$ cat src/verilog/cops_cfg.svh
// Constants for the port pattern setup block: encodings, field sizes, resets.
// Assumes inclusion by bare name from verilog/ sources.
`ifndef COPS_CFG_SVH
`define COPS_CFG_SVH

// Line rate codes: 0..9 CPRI options 1..10, 10..13 OBSAI 768..6144
`define COPS_RATE_W          4
`define COPS_RATE_CPRI_9     4'h8
`define COPS_RATE_CPRI_10    4'h9
`define COPS_RATE_OBSAI_LO   4'hA
`define COPS_RATE_MAX        4'hD
// PRBS order range
`define COPS_ORD_MIN         5'h0F
`define COPS_ORD_MAX         5'h1F
// User word width
`define COPS_USER_W          32
// Output word width and FIFO depth
`define COPS_WORD_W          32
`define COPS_FIFO_DEPTH      8
// Reset values
`define COPS_SEED_RST        32'hFFFFFFFF

`endif

$ cat src/verilog/cops_pkg.sv
// Types for the port pattern setup block.
// Assumes nothing beyond a SystemVerilog compiler.
package cops_pkg;
  typedef enum logic [1:0] {COPS_MODE_OFF, COPS_MODE_NORMAL, COPS_MODE_THROUGH} cops_mode_t;
  typedef enum logic [1:0] {COPS_CONT_UNFRAMED, COPS_CONT_CPRI, COPS_CONT_OBSAI} cops_cont_t;
  typedef enum logic [1:0] {COPS_TIM_INTERNAL, COPS_TIM_EXTERNAL, COPS_TIM_GPS, COPS_TIM_RECEIVED} cops_tim_t;
  typedef enum logic [1:0] {COPS_PAT_PRBS, COPS_PAT_USER, COPS_PAT_OFF} cops_pat_t;
endpackage

$ cat src/verilog/cops_stream_if.sv
// Valid/ready word stream between generator, FIFO and line side.
// Assumes one clock domain shared by both ends.
`timescale 1ns/1ps
`default_nettype none
interface cops_stream_if #(parameter int W = 32);
  logic [W-1:0] data;
  logic         valid;
  logic         ready;
  modport src (output data, output valid, input ready);
  modport snk (input data, input valid, output ready);
endinterface
`default_nettype wire

$ cat src/verilog/cops_fifo.sv
// Synchronous FIFO with valid/ready on both sides.
// Assumes one clock; DEPTH is a power of two.
`timescale 1ns/1ps
`default_nettype none
module cops_fifo #(
  parameter int W     = 32,
  parameter int DEPTH = 8
) (
  input  wire logic ref_clk,
  input  wire logic arst_n,
  cops_stream_if.snk in_s,
  cops_stream_if.src out_s
);
  localparam int AW = $clog2(DEPTH);
  initial if (DEPTH < 2 || (1 << AW) != DEPTH) $error("cops_fifo: DEPTH must be a power of two");

  logic [W-1:0]  mem [DEPTH];
  logic [AW:0]   wp_r;
  logic [AW:0]   wp_nxt;
  logic [AW:0]   rp_r;
  logic [AW:0]   rp_nxt;
  logic          full;
  logic          empty;
  logic          push;
  logic          pop;

  // Flags and handshakes
  always_comb
  begin
    empty      = (wp_r == rp_r);
    full       = (wp_r[AW-1:0] == rp_r[AW-1:0]) && (wp_r[AW] != rp_r[AW]);
    in_s.ready = !full;
    out_s.valid = !empty;
    out_s.data = mem[rp_r[AW-1:0]];
    push       = in_s.valid && !full;
    pop        = out_s.ready && !empty;
    wp_nxt     = push ? wp_r + 1'b1 : wp_r;
    rp_nxt     = pop ? rp_r + 1'b1 : rp_r;
  end

  // Pointers
  always_ff @(posedge ref_clk or negedge arst_n)
  begin
    if (!arst_n)
    begin
      wp_r <= '0;
      rp_r <= '0;
    end
    else
    begin
      wp_r <= wp_nxt;
      rp_r <= rp_nxt;
    end
  end

  // Storage
  always_ff @(posedge ref_clk)
  begin
    if (push)
      mem[wp_r[AW-1:0]] <= in_s.data;
  end
endmodule
`default_nettype wire

$ cat src/verilog/cops_prbs.sv
// Parallel PRBS generator, orders 15..31, standard maximal-length taps.
// Assumes order changes are followed by a reseed.
`timescale 1ns/1ps
`default_nettype none
`include "cops_cfg.svh"
module cops_prbs #(
  parameter int W = 32
) (
  input  wire logic         ref_clk,
  input  wire logic         arst_n,
  input  wire logic [4:0]   order,
  input  wire logic         reseed,
  input  wire logic         advance,
  output logic      [W-1:0] word
);
  initial if (W < 1 || W > 64) $error("cops_prbs: W out of range");

  logic [30:0] st_r;
  logic [30:0] st_nxt;
  logic [30:0] s;
  logic [W-1:0] w;
  logic [30:0] taps;
  logic        fb;

  // Feedback tap mask per order
  always_comb
  begin
    unique case (order)
      5'h0F: taps = 31'h0000_6000;                  // 15,14
      5'h10: taps = 31'h0000_B400;                  // 16,14,13,11
      5'h11: taps = 31'h0001_2000;                  // 17,14
      5'h12: taps = 31'h0002_0400;                  // 18,11
      5'h13: taps = 31'h0004_0023;                  // 19,6,2,1
      5'h14: taps = 31'h0009_0000;                  // 20,17
      5'h15: taps = 31'h0014_0000;                  // 21,19
      5'h16: taps = 31'h0030_0000;                  // 22,21
      5'h17: taps = 31'h0042_0000;                  // 23,18
      5'h18: taps = 31'h00E1_0000;                  // 24,23,22,17
      5'h19: taps = 31'h0120_0000;                  // 25,22
      5'h1A: taps = 31'h0200_0023;                  // 26,6,2,1
      5'h1B: taps = 31'h0400_0013;                  // 27,5,2,1
      5'h1C: taps = 31'h0900_0000;                  // 28,25
      5'h1D: taps = 31'h1400_0000;                  // 29,27
      5'h1E: taps = 31'h2000_0029;                  // 30,6,4,1
      default: taps = 31'h4800_0000;                // 31,28
    endcase
  end

  // W serial steps per word; Fibonacci LFSR, output is the new feedback bit
  always_comb
  begin
    s  = st_r;
    w  = '0;
    fb = 1'b0;
    for (int i = 0; i < W; i++)
    begin
      fb = ^(s & taps);
      w[W-1-i] = fb;
      s = {s[29:0], fb};
    end
    st_nxt = reseed ? 31'(`COPS_SEED_RST) : (advance ? s : st_r);
  end

  always_ff @(posedge ref_clk or negedge arst_n)
  begin
    if (!arst_n)
    begin
      st_r <= 31'(`COPS_SEED_RST);
      word <= '0;
    end
    else
    begin
      st_r <= st_nxt;
      if (advance)
        word <= w;
    end
  end
endmodule
`default_nettype wire

$ cat src/verilog/cops_port.sv
// Top of the port setup block: validates requested settings, generates the
// test word stream through an 8-word FIFO, drives the line word and enables.
// Assumes settings inputs are synchronous to ref_clk; clock detect is async.
`timescale 1ns/1ps
`default_nettype none
`include "cops_cfg.svh"
module cops_port
  import cops_pkg::*;
#(
  parameter int WORD_W     = `COPS_WORD_W,
  parameter int FIFO_DEPTH = `COPS_FIFO_DEPTH
) (
  input  wire logic                      ref_clk,
  input  wire logic                      arst_n,
  input  wire cops_mode_t                mode_req,
  input  wire cops_cont_t                content_req,
  input  wire logic [`COPS_RATE_W-1:0]   rate_req,
  input  wire cops_tim_t                 timing_req,
  input  wire logic                      error_correction_enable,
  input  wire cops_pat_t                 pattern_req,
  input  wire logic [4:0]                prbs_order_req,
  input  wire logic                      invert_req,
  input  wire logic [`COPS_USER_W-1:0]   user_word,
  input  wire logic                      ext_clk_det,
  input  wire logic                      gps_clk_det,
  input  wire logic                      rx_clk_det,
  input  wire logic [WORD_W-1:0]         rx_word,
  input  wire logic                      rx_word_valid,
  input  wire logic                      line_ready,
  output cops_mode_t                     mode_eff,
  output cops_cont_t                     content_eff,
  output cops_tim_t                      timing_eff,
  output cops_pat_t                      pattern_eff,
  output logic                           fec_active,
  output logic                           clk_present,
  output logic                           tx_enable,
  output logic [WORD_W-1:0]              tx_word,
  output logic                           tx_word_valid,
  output logic                           tx_framed,
  output logic                           rx_fec_active
);
  initial if (WORD_W != `COPS_USER_W) $error("cops_port: WORD_W must equal user word width");
  initial if (FIFO_DEPTH < 2) $error("cops_port: FIFO_DEPTH too small");

  cops_stream_if #(.W(WORD_W)) gen_s ();
  cops_stream_if #(.W(WORD_W)) line_s ();

  logic        det_ext_q1_r;
  logic        det_ext_q2_r;
  logic        det_gps_q1_r;
  logic        det_gps_q2_r;
  logic        det_rx_q1_r;
  logic        det_rx_q2_r;
  cops_mode_t  mode_nxt;
  cops_cont_t  cont_nxt;
  cops_tim_t   tim_nxt;
  cops_pat_t   pat_nxt;
  logic        fec_nxt;
  logic        present_nxt;
  logic [4:0]  order_r;
  logic [4:0]  order_nxt;
  logic        inv_r;
  logic        gen_valid_r;
  logic        gen_valid_nxt;
  logic        src_sel_r;
  logic        reseed;
  logic        advance;
  logic [WORD_W-1:0] prbs_word;
  logic [WORD_W-1:0] gen_data;
  logic        is_cpri_rate;
  logic        is_obsai_rate;
  logic        cfg_change;
  logic        tx_en_nxt;
  logic        tx_valid_nxt;
  logic [WORD_W-1:0] tx_word_nxt;

  // Clock-detect pins are asynchronous: two flops each
  always_ff @(posedge ref_clk or negedge arst_n)
  begin
    if (!arst_n)
    begin
      det_ext_q1_r <= 1'b0;
      det_ext_q2_r <= 1'b0;
      det_gps_q1_r <= 1'b0;
      det_gps_q2_r <= 1'b0;
      det_rx_q1_r  <= 1'b0;
      det_rx_q2_r  <= 1'b0;
    end
    else
    begin
      det_ext_q1_r <= ext_clk_det;
      det_ext_q2_r <= det_ext_q1_r;
      det_gps_q1_r <= gps_clk_det;
      det_gps_q2_r <= det_gps_q1_r;
      det_rx_q1_r  <= rx_clk_det;
      det_rx_q2_r  <= det_rx_q1_r;
    end
  end

  // Resolve requested settings into legal effective settings
  always_comb
  begin
    is_cpri_rate  = (rate_req < `COPS_RATE_OBSAI_LO);
    is_obsai_rate = (rate_req >= `COPS_RATE_OBSAI_LO) && (rate_req <= `COPS_RATE_MAX);
    mode_nxt = mode_req;
    cont_nxt = content_req;
    // Content must suit the rate family
    if (content_req == COPS_CONT_CPRI && !is_cpri_rate)
      cont_nxt = COPS_CONT_OBSAI;
    else if (content_req == COPS_CONT_OBSAI && !is_obsai_rate)
      cont_nxt = COPS_CONT_CPRI;
    else if (content_req != COPS_CONT_UNFRAMED && content_req != COPS_CONT_CPRI
             && content_req != COPS_CONT_OBSAI)
      cont_nxt = COPS_CONT_UNFRAMED;
    if (mode_req != COPS_MODE_OFF && mode_req != COPS_MODE_NORMAL && mode_req != COPS_MODE_THROUGH)
      mode_nxt = COPS_MODE_OFF;
    // Pass-through only with CPRI link; needs a CPRI rate
    if (mode_req == COPS_MODE_THROUGH)
    begin
      if (is_cpri_rate)
        cont_nxt = COPS_CONT_CPRI;
      else
        mode_nxt = COPS_MODE_NORMAL;
    end
    // Timing source, locked to recovered in pass-through
    tim_nxt = (mode_nxt == COPS_MODE_THROUGH) ? COPS_TIM_RECEIVED : timing_req;
    // Pattern restrictions for unframed content
    pat_nxt = pattern_req;
    if (pattern_req != COPS_PAT_PRBS && pattern_req != COPS_PAT_USER && pattern_req != COPS_PAT_OFF)
      pat_nxt = COPS_PAT_PRBS;
    if (cont_nxt == COPS_CONT_UNFRAMED)
      pat_nxt = COPS_PAT_PRBS;
    // Correction only at the two top CPRI rates
    fec_nxt = error_correction_enable
              && (rate_req == `COPS_RATE_CPRI_9 || rate_req == `COPS_RATE_CPRI_10);
    // Clock-present indicator for the selected source
    unique case (tim_nxt)
      COPS_TIM_EXTERNAL: present_nxt = det_ext_q2_r;
      COPS_TIM_GPS:      present_nxt = det_gps_q2_r;
      COPS_TIM_RECEIVED: present_nxt = det_rx_q2_r;
      default:           present_nxt = 1'b0;
    endcase
    // PRBS order clamped to 15..31
    order_nxt = (prbs_order_req < `COPS_ORD_MIN) ? `COPS_ORD_MIN : prbs_order_req;
  end

  // Effective settings register
  always_ff @(posedge ref_clk or negedge arst_n)
  begin
    if (!arst_n)
    begin
      mode_eff    <= COPS_MODE_OFF;
      content_eff <= COPS_CONT_UNFRAMED;
      timing_eff  <= COPS_TIM_INTERNAL;
      pattern_eff <= COPS_PAT_PRBS;
      fec_active  <= 1'b0;
      clk_present <= 1'b0;
      order_r     <= `COPS_ORD_MIN;
      inv_r       <= 1'b0;
    end
    else
    begin
      mode_eff    <= mode_nxt;
      content_eff <= cont_nxt;
      timing_eff  <= tim_nxt;
      pattern_eff <= pat_nxt;
      fec_active  <= fec_nxt;
      clk_present <= present_nxt;
      order_r     <= order_nxt;
      inv_r       <= invert_req;
    end
  end

  // Reseed the generator whenever the order or pattern changes
  assign cfg_change = (order_nxt != order_r) || (pat_nxt != pattern_eff);
  assign reseed     = cfg_change;
  assign advance    = gen_s.ready && !cfg_change;

  cops_prbs #(.W(WORD_W)) u_prbs (
    .ref_clk (ref_clk),
    .arst_n  (arst_n),
    .order   (order_r),
    .reseed  (reseed),
    .advance (advance),
    .word    (prbs_word)
  );

  // Pattern word source; PRBS inversion; user word repeats
  always_comb
  begin
    unique case (pattern_eff)
      COPS_PAT_USER: gen_data = user_word;
      COPS_PAT_OFF:  gen_data = '0;
      default:       gen_data = inv_r ? ~prbs_word : prbs_word;
    endcase
    gen_valid_nxt = (mode_eff == COPS_MODE_NORMAL) && (pattern_eff != COPS_PAT_OFF)
                    && !cfg_change;
  end

  always_ff @(posedge ref_clk or negedge arst_n)
  begin
    if (!arst_n)
    begin
      gen_valid_r <= 1'b0;
      src_sel_r   <= 1'b0;
    end
    else
    begin
      gen_valid_r <= gen_valid_nxt;
      src_sel_r   <= (mode_eff == COPS_MODE_THROUGH);
    end
  end

  // Generated words or pass-through receive words enter the FIFO
  assign gen_s.data  = src_sel_r ? rx_word : gen_data;
  assign gen_s.valid = src_sel_r ? rx_word_valid : (gen_valid_r && (advance || pattern_eff == COPS_PAT_USER));

  cops_fifo #(.W(WORD_W), .DEPTH(FIFO_DEPTH)) u_fifo (
    .ref_clk (ref_clk),
    .arst_n  (arst_n),
    .in_s    (gen_s),
    .out_s   (line_s)
  );

  // Line side: transmitter enable and registered word
  always_comb
  begin
    tx_en_nxt    = (mode_eff != COPS_MODE_OFF);
    line_s.ready = line_ready && tx_en_nxt;
    tx_valid_nxt = line_s.valid && line_s.ready;
    tx_word_nxt  = tx_valid_nxt ? line_s.data : '0;
  end

  always_ff @(posedge ref_clk or negedge arst_n)
  begin
    if (!arst_n)
    begin
      tx_enable     <= 1'b0;
      tx_word       <= '0;
      tx_word_valid <= 1'b0;
      tx_framed     <= 1'b0;
      rx_fec_active <= 1'b0;
    end
    else
    begin
      tx_enable     <= tx_en_nxt;
      tx_word       <= tx_word_nxt;
      tx_word_valid <= tx_valid_nxt;
      tx_framed     <= (content_eff != COPS_CONT_UNFRAMED);
      rx_fec_active <= fec_active;
    end
  end
endmodule
`default_nettype wire

$ cat config.mk
export PLATFORM = sky130hd
export DESIGN_NAME = cops_port
export DESIGN_NICKNAME = d
export VERILOG_FILES = /design/src/verilog/cops_pkg.sv /design/src/verilog/cops_stream_if.sv /design/src/verilog/cops_fifo.sv /design/src/verilog/cops_prbs.sv /design/src/verilog/cops_port.sv
export VERILOG_INCLUDE_DIRS = /design/src /design/src/verilog
export SDC_FILE = /design/constraint.sdc
export NUM_CORES = 1
export LEC_CHECK = 0
export ABC_CLOCK_PERIOD_IN_PS = 26700
export BUFFER_PORTS_ARGS = -buffer_cell sky130_fd_sc_hd__buf_4
export CORE_MARGIN = 2
export CORE_UTILIZATION = 40
export CTS_CLUSTER_DIAMETER = 40
export CTS_CLUSTER_SIZE = 16
export DETAILED_ROUTE_END_ITERATION = 8
export PLACE_DENSITY = 0.6
export SYNTH_ARGS = -nofsm -noshare
export SYNTH_HDL_FRONTEND = slang
export SYNTH_SLANG_ARGS = --single-unit
$ cat constraint.sdc
create_clock -name ref_clk -period 26.7 [get_ports ref_clk]
set_clock_uncertainty 0.15 [all_clocks]
set_input_delay 8.01 -clock ref_clk [delete_from_list [all_inputs] [get_ports ref_clk]]
set_output_delay 8.01 -clock ref_clk [all_outputs]
set_load 0.02 [all_outputs]
* Word-level counts from Yosys, hierarchy flattened *
Memories as Yosys holds them, arrays and structs flattened.
Cells that the tools add are included.

operators by class
  magnitude comparators = 4
  $add $sub $neg = 2
  muxes and demuxes = 22
  bitwise logic cells = 33
  equal/unequal tests = 25
  reductions and logical operators = 65

operators with widths
  kind                 number
  $and 31x31->31       32
  $reduce_xor 31->1    32
  $mux 32              3
  $pmux 32 s2          1
  $mux 31              2
  $not 32->32          1
  $mux 2               11
  $logic_and 1x1->1    18
  $eq 2x2->1 const B   7
  $reduce_bool 2->1    6
  $add 4x1->4 const B  2
  $eq 2x1->1 const B   4
  $eq 4x4->1 const B   2
  $ne 2x2->1 const B   4
  $ne 2x1->1 const B   3
  $logic_not 1->1      5
  $lt 5x4->1 const B   1
  $mux 5               1
  $ne 5x5->1           1
  $eq 4x4->1           1
  $ge 4x4->1 const B   1
  $le 4x4->1 const B   1
  $lt 4x4->1 const B   1
  $eq 3x3->1           1
  6 further kinds      10

storage, ports and cells
  output and inout bits = 46
  bits in registers = 131
  memories = 2
  bits in read-only memories = 800
  logic and storage cells = 178
  memory bits (writable) = 256

memories
  memory           words  width  read ports  clocked after memory_dff  wr ports  line             text
  (no name shown)  32     25     1           0                         0         cops_prbs.sv:28  unique case (order)
  u_fifo.mem       8      32     1           0                         1         cops_fifo.sv:17  logic [W-1:0] mem [DEPTH];

* Depth between registers and ports, before layout *
An unclocked memory read counts as a cell.

  word-level depth = 67
  gate-level depth with buffers = 59

* By module *
From an unflattened synthesis, not the netlist that was laid out.

unflattened totals
  cells, all modules = 2615
  area, all modules = 27223.6 µm²

by module, submodules not included
  module     area each (µm²)  times used  cells each
  cops_prbs  13819.5          1           1872
  cops_fifo  10261.1          1           426
  cops_port  3143.0           1           317

* Least setup slack after synthesis *
OpenSTA, ideal clock, no wires.

  kind = flip-flop to flip-flop
  from = register order_r[0]
  to = register u_prbs.st_r[0]
  slack = 12890 ps
  clock period less this slack = 13810 ps
  buffers on the path = 2
  arrival time = 13545 ps
  stages on the path, launching flop included = 55
  cells stage by stage = dfstp_2 -> inv_1 -> ha_1 -> clkbuf_1 -> and4b_1 -> clkbuf_1 -> a222oi_1 -> xnor3_1 -> xnor3_1 -> xor2_2 -> xnor3_1 -> a22o_1 -> o221ai_1 -> xor2_1 -> a22oi_1 -> xor2_1 -> mux2i_1 -> xor2_1 -> [19 not listed] -> o21ai_1 -> a211oi_1 -> xnor2_1 -> o32ai_2 -> nor4b_1 -> a311o_1 -> a211oi_1 -> xor2_1 -> o2bb2ai_2 -> xnor2_2 -> o21ai_1 -> xnor2_1 -> a32o_1 -> or3_1 -> a32oi_2 -> xor2_1 -> a2111oi_1 -> a22oi_1

between the ends
  longest elaborated chain between the ends = 67
  elaborated cells on any way between the ends = 72
  those cells by class = eq/ne (1); mux (2); bitwise (32); reduce/logical (36); memory (1)

ends and longest elaborated chain
  element                 line              text
  from (decl)             cops_port.sv:60   logic [4:0] order_r;
  from (signal assigned)  cops_port.sv:158  order_r <= `COPS_ORD_MIN;
  from (signal assigned)  cops_port.sv:169  order_r <= order_nxt;
  $mem_v2 32x25           --
  $and 31x31->31          cops_prbs.sv:57   fb = ^(s & taps);
  $reduce_xor 31->1       cops_prbs.sv:57
  $and 31x31->31          cops_prbs.sv:57
  $reduce_xor 31->1       cops_prbs.sv:57
  $and 31x31->31          cops_prbs.sv:57
  $reduce_xor 31->1       cops_prbs.sv:57
  $and 31x31->31          cops_prbs.sv:57
  [50 not listed]         --
  $reduce_xor 31->1       cops_prbs.sv:57
  $and 31x31->31          cops_prbs.sv:57
  $reduce_xor 31->1       cops_prbs.sv:57
  $and 31x31->31          cops_prbs.sv:57
  $reduce_xor 31->1       cops_prbs.sv:57
  $and 31x31->31          cops_prbs.sv:57
  $reduce_xor 31->1       cops_prbs.sv:57
  $mux 31 (2 in series)   cops_prbs.sv:61   st_nxt = reseed ? 31'(`COPS_SEED_RST) : (advance ? s : st_r);
  to (signal assigned)    cops_prbs.sv:68   st_r <= 31'(`COPS_SEED_RST);
  to (signal assigned)    cops_prbs.sv:73   st_r <= st_nxt;
  to (decl)               cops_prbs.sv:18   logic [30:0] st_r;

Several ways; a longest one is shown, not always the timed one. The select of a mux whose other input is x is not followed.
A chain may end at the register's enable or synchronous reset.

* Worst setup path in the final report *
  from = register order_r[0]
  to = register u_prbs.word[0]

between the ends
  longest elaborated chain between the ends = 65
  elaborated cells on any way between the ends = 69
  those cells by class = eq/ne (1); bitwise (32); reduce/logical (35); memory (1)

ends and longest elaborated chain
  element               line             text
  $mem_v2 32x25         --
  $and 31x31->31        cops_prbs.sv:57
  $reduce_xor 31->1     cops_prbs.sv:57
  $and 31x31->31        cops_prbs.sv:57
  $reduce_xor 31->1     cops_prbs.sv:57
  $and 31x31->31        cops_prbs.sv:57
  $reduce_xor 31->1     cops_prbs.sv:57
  $and 31x31->31        cops_prbs.sv:57
  [49 not listed]       --
  $and 31x31->31        cops_prbs.sv:57
  $reduce_xor 31->1     cops_prbs.sv:57
  $and 31x31->31        cops_prbs.sv:57
  $reduce_xor 31->1     cops_prbs.sv:57
  $and 31x31->31        cops_prbs.sv:57
  $reduce_xor 31->1     cops_prbs.sv:57
  $and 31x31->31        cops_prbs.sv:57
  $reduce_xor 31->1     cops_prbs.sv:57
  to (signal assigned)  cops_prbs.sv:75  word <= w;
  to (decl)             cops_prbs.sv:14  output logic [W-1:0] word

Several ways; a longest one is shown, not always the timed one.

==> flow_metrics.env <==
export IMPL_syn_avg_cell_area_um2=10.2
export IMPL_synthAdderAreaFrac_pct=0.376
export IMPL_irDropWorstVdd_v=0.000102
export IMPL_ys_seq_area_share_pct=41.4
export IMPL_grt_first_pass_wirelength_mm=120
export IMPL_dieWidth_um=262
export IMPL_r2r_end="u_prbs.word[0]"
export IMPL_synthCells=2609
export IMPL_drv_slew=0
export IMPL_critPathMaxStageDelay_ns=0.85
export IMPL_synth_cell_types=94
export IMPL_syn_num_nets=2707
export IMPL_tightest_slew_ns=1.19
export IMPL_chipHeight_um=262
export IMPL_gp_congestion=0.868
export IMPL_layout_common_cells="nand2_1, xnor2_1, edfxtp_1"
export IMPL_antennaDiodeCount=0
export IMPL_syn_cell_area_mm2=0.0266
export IMPL_initial_utilization_pct=40.4
export IMPL_grt_pass1_vias=19800
export IMPL_endpoint="u_prbs.word[0]"
export IMPL_cts_root_buf="clkbuf_16"
export IMPL_ys_ff_latch=387
export IMPL_fmax_mhz=54.4
export IMPL_final_nets=2704
export IMPL_rows=94
export IMPL_htree_levels=1
export IMPL_grt_max_degree=73
export IMPL_synth_area_leaders="edfxtp_1, xnor2_1, dfrtp_1"
export IMPL_worst_r2r_setup_slack_ns=8.32
export IMPL_path_delay_family="XOR/XNOR gates"
export IMPL_cts_hold_buf=0
export IMPL_cts_resized_gates=0
export IMPL_grt_overflow=0
export IMPL_synth_top_family_by_area="XOR/XNOR gates"
export IMPL_setup_violations=0
export IMPL_antenna_found_initial=0
export IMPL_max_slew_margin_rel_pct=20.5
export IMPL_crit_start="order_r[0]"
export IMPL_cp_required_ns=26.98
export IMPL_drive_gt1_share_pct=16.9
export IMPL_maxCapViolations=0
export IMPL_synth_top_area_share_pct=28.9
export IMPL_ant_nets=0
export IMPL_cts_sinks=387
export IMPL_hold_path_depth=0
export IMPL_hold_path_class="register to register"
export IMPL_async_reset_ff_share_pct=33.9
export IMPL_path_buf_inv=5
export IMPL_cp_max_fo=31
export IMPL_coreArea_mm2=0.0659
export IMPL_vias=20100
export IMPL_route_detailed_drc=0
export IMPL_path_class="register to register"
export IMPL_portBuffers=134
export IMPL_worst_ep_arrival_time_ns=18.66
export IMPL_critPathLaunchType="register"
export IMPL_cts_setup_buffers=0
export IMPL_via_per_inst=5.75
export IMPL_io_pins=136
export IMPL_synth_compound_area_share_pct=11.7
export IMPL_r2r_cells=57
export IMPL_cp_common_cell="xnor2_2"
export IMPL_cts_made_buffers=31
export IMPL_min_period_ns=18.38
export IMPL_synth_xor_area_share_pct=21.7
export IMPL_hpwlAfterDp_mm=48.6
export IMPL_power_density_mw_per_mm2=137
export IMPL_hold_worst_slack_ns=0.212
export IMPL_area_growth_pct=10.4
export IMPL_cts_buffer_depth=3
export IMPL_rr_startpoint="order_r[0]"
export IMPL_post_route_period_util_pct=68.9
export IMPL_track_usage_pct=22.5
export IMPL_cp_num_cells=57
export IMPL_cp_slowest_cell="xor2_1"
export IMPL_yosys_area_share_simple_pct=12.5
export IMPL_insertion_delay_ns=0.58
export IMPL_synth_warnings=0
export IMPL_finalPower_mw=4.03
export IMPL_ys_flop_type="edfxtp_1"
export IMPL_drt_initial_drc_count=2146
export IMPL_firstDrtPassIters=9
export IMPL_rsz0062_at_grt="no"
export IMPL_die_area_mm2=0.0686
export IMPL_hold_violations=0
export IMPL_cts_clk_slew_worst_paths_ns=0.07
export IMPL_critPathCaptureType="register"
export IMPL_tritoncts="built"
export IMPL_synth_edff_count=256
export IMPL_wirelength_mm=78.0
export IMPL_synth_largest_area_cell="edfxtp_1"
export IMPL_final_common_cell="nand2_1"
export IMPL_leakagePower_nw=10.4
export IMPL_wl_per_cell_um=22.3
export IMPL_synth_mux_area_share_pct=8.21
export IMPL_setup_tns_ns=0
export IMPL_status="completed"
==> through the flow <==
step,worst slack (ns),utilization [%],cells,area [um^2]
3_3_place_gp,8.74,43.2,3437,28400
5_1_grt,7.05,44.6,3494,29400
2_1_floorplan,12.89,-,2609,26600
6_report,8.32,44.6,3494,29400
4_1_cts,8.30,44.6,3494,29400
3_5_place_dp,8.38,43.2,3437,28400
==> state kept, by name, summed over array words and instances, names as in the netlist, 2 cells and up <==
register	count
content_eff	2
mode_eff	2
order_r	5
pattern_eff	2
timing_eff	2
tx_word	32
u_fifo.mem	256
u_fifo.rp_r	4
u_fifo.wp_r	4
u_prbs.st_r	31
u_prbs.word	32
==> synth_stat cells (35+ instances only) <==
master and count:
mux4_2 64, a22oi_1 89, xor2_1 159, dfstp_2 35
nand3_1 65, mux2i_1 45, a21oi_1 86, xnor2_1 389
nor2_1 155, dfrtp_1 96, clkbuf_1 166, buf_1 53
a221oi_1 40, edfxtp_1 256, o21ai_0 85, nand2_1 418
inv_1 49
==> layer usage <==
metal	GRT usage, %	part of all wire (%)	up-vias
met3	2.53	7.6	197
met2	37.1	47	882
met5	0	0	-
met4	9.90	4.1	0
met1	29.9	41	9913
li1	-	-	9113
==> cells by family after synthesis <==
logic type,count (synthesis)
buf+inv,283
compound gates,439
xor+xnor,596
flops,387
fa+ha+maj,8
simple gates,761
mux,135
==> power by group <==
| group | leakage, nW | switching, mW | total (mW) | internal [mW] |
|---|---|---|---|---|
| Clock | 0.454 | 0.205 | 0.436 | 0.230 |
| Sequential | 3.90 | 0.0896 | 0.843 | 0.753 |
| Combinational | 6.04 | 1.59 | 2.76 | 1.17 |
==> cell type report <==
class	instances	area [um^2]
Clock buffer	47	846
Clock inverter	10	103
Fill cell	6193	36500
Inverter	49	184
Multi-Input combinational cell	1939	14700
Sequential cell	387	11000
Tap cell	864	1080
Timing Repair Buffer	198	1490
==> how the worst min path moves through the flow <==
stage | startpoint | slack (ns) | endpoint
floorplan | det_ext_q1_r | 0.18 | det_ext_q2_r
global placement | det_rx_q1_r | 0.21 | det_rx_q2_r
detailed placement | det_rx_q1_r | 0.21 | det_rx_q2_r
CTS | det_rx_q1_r | 0.22 | det_rx_q2_r
global route | det_rx_q1_r | 0.22 | det_rx_q2_r
finish | det_ext_q1_r | 0.21 | det_ext_q2_r
Power figures use the tool's default switching activity.
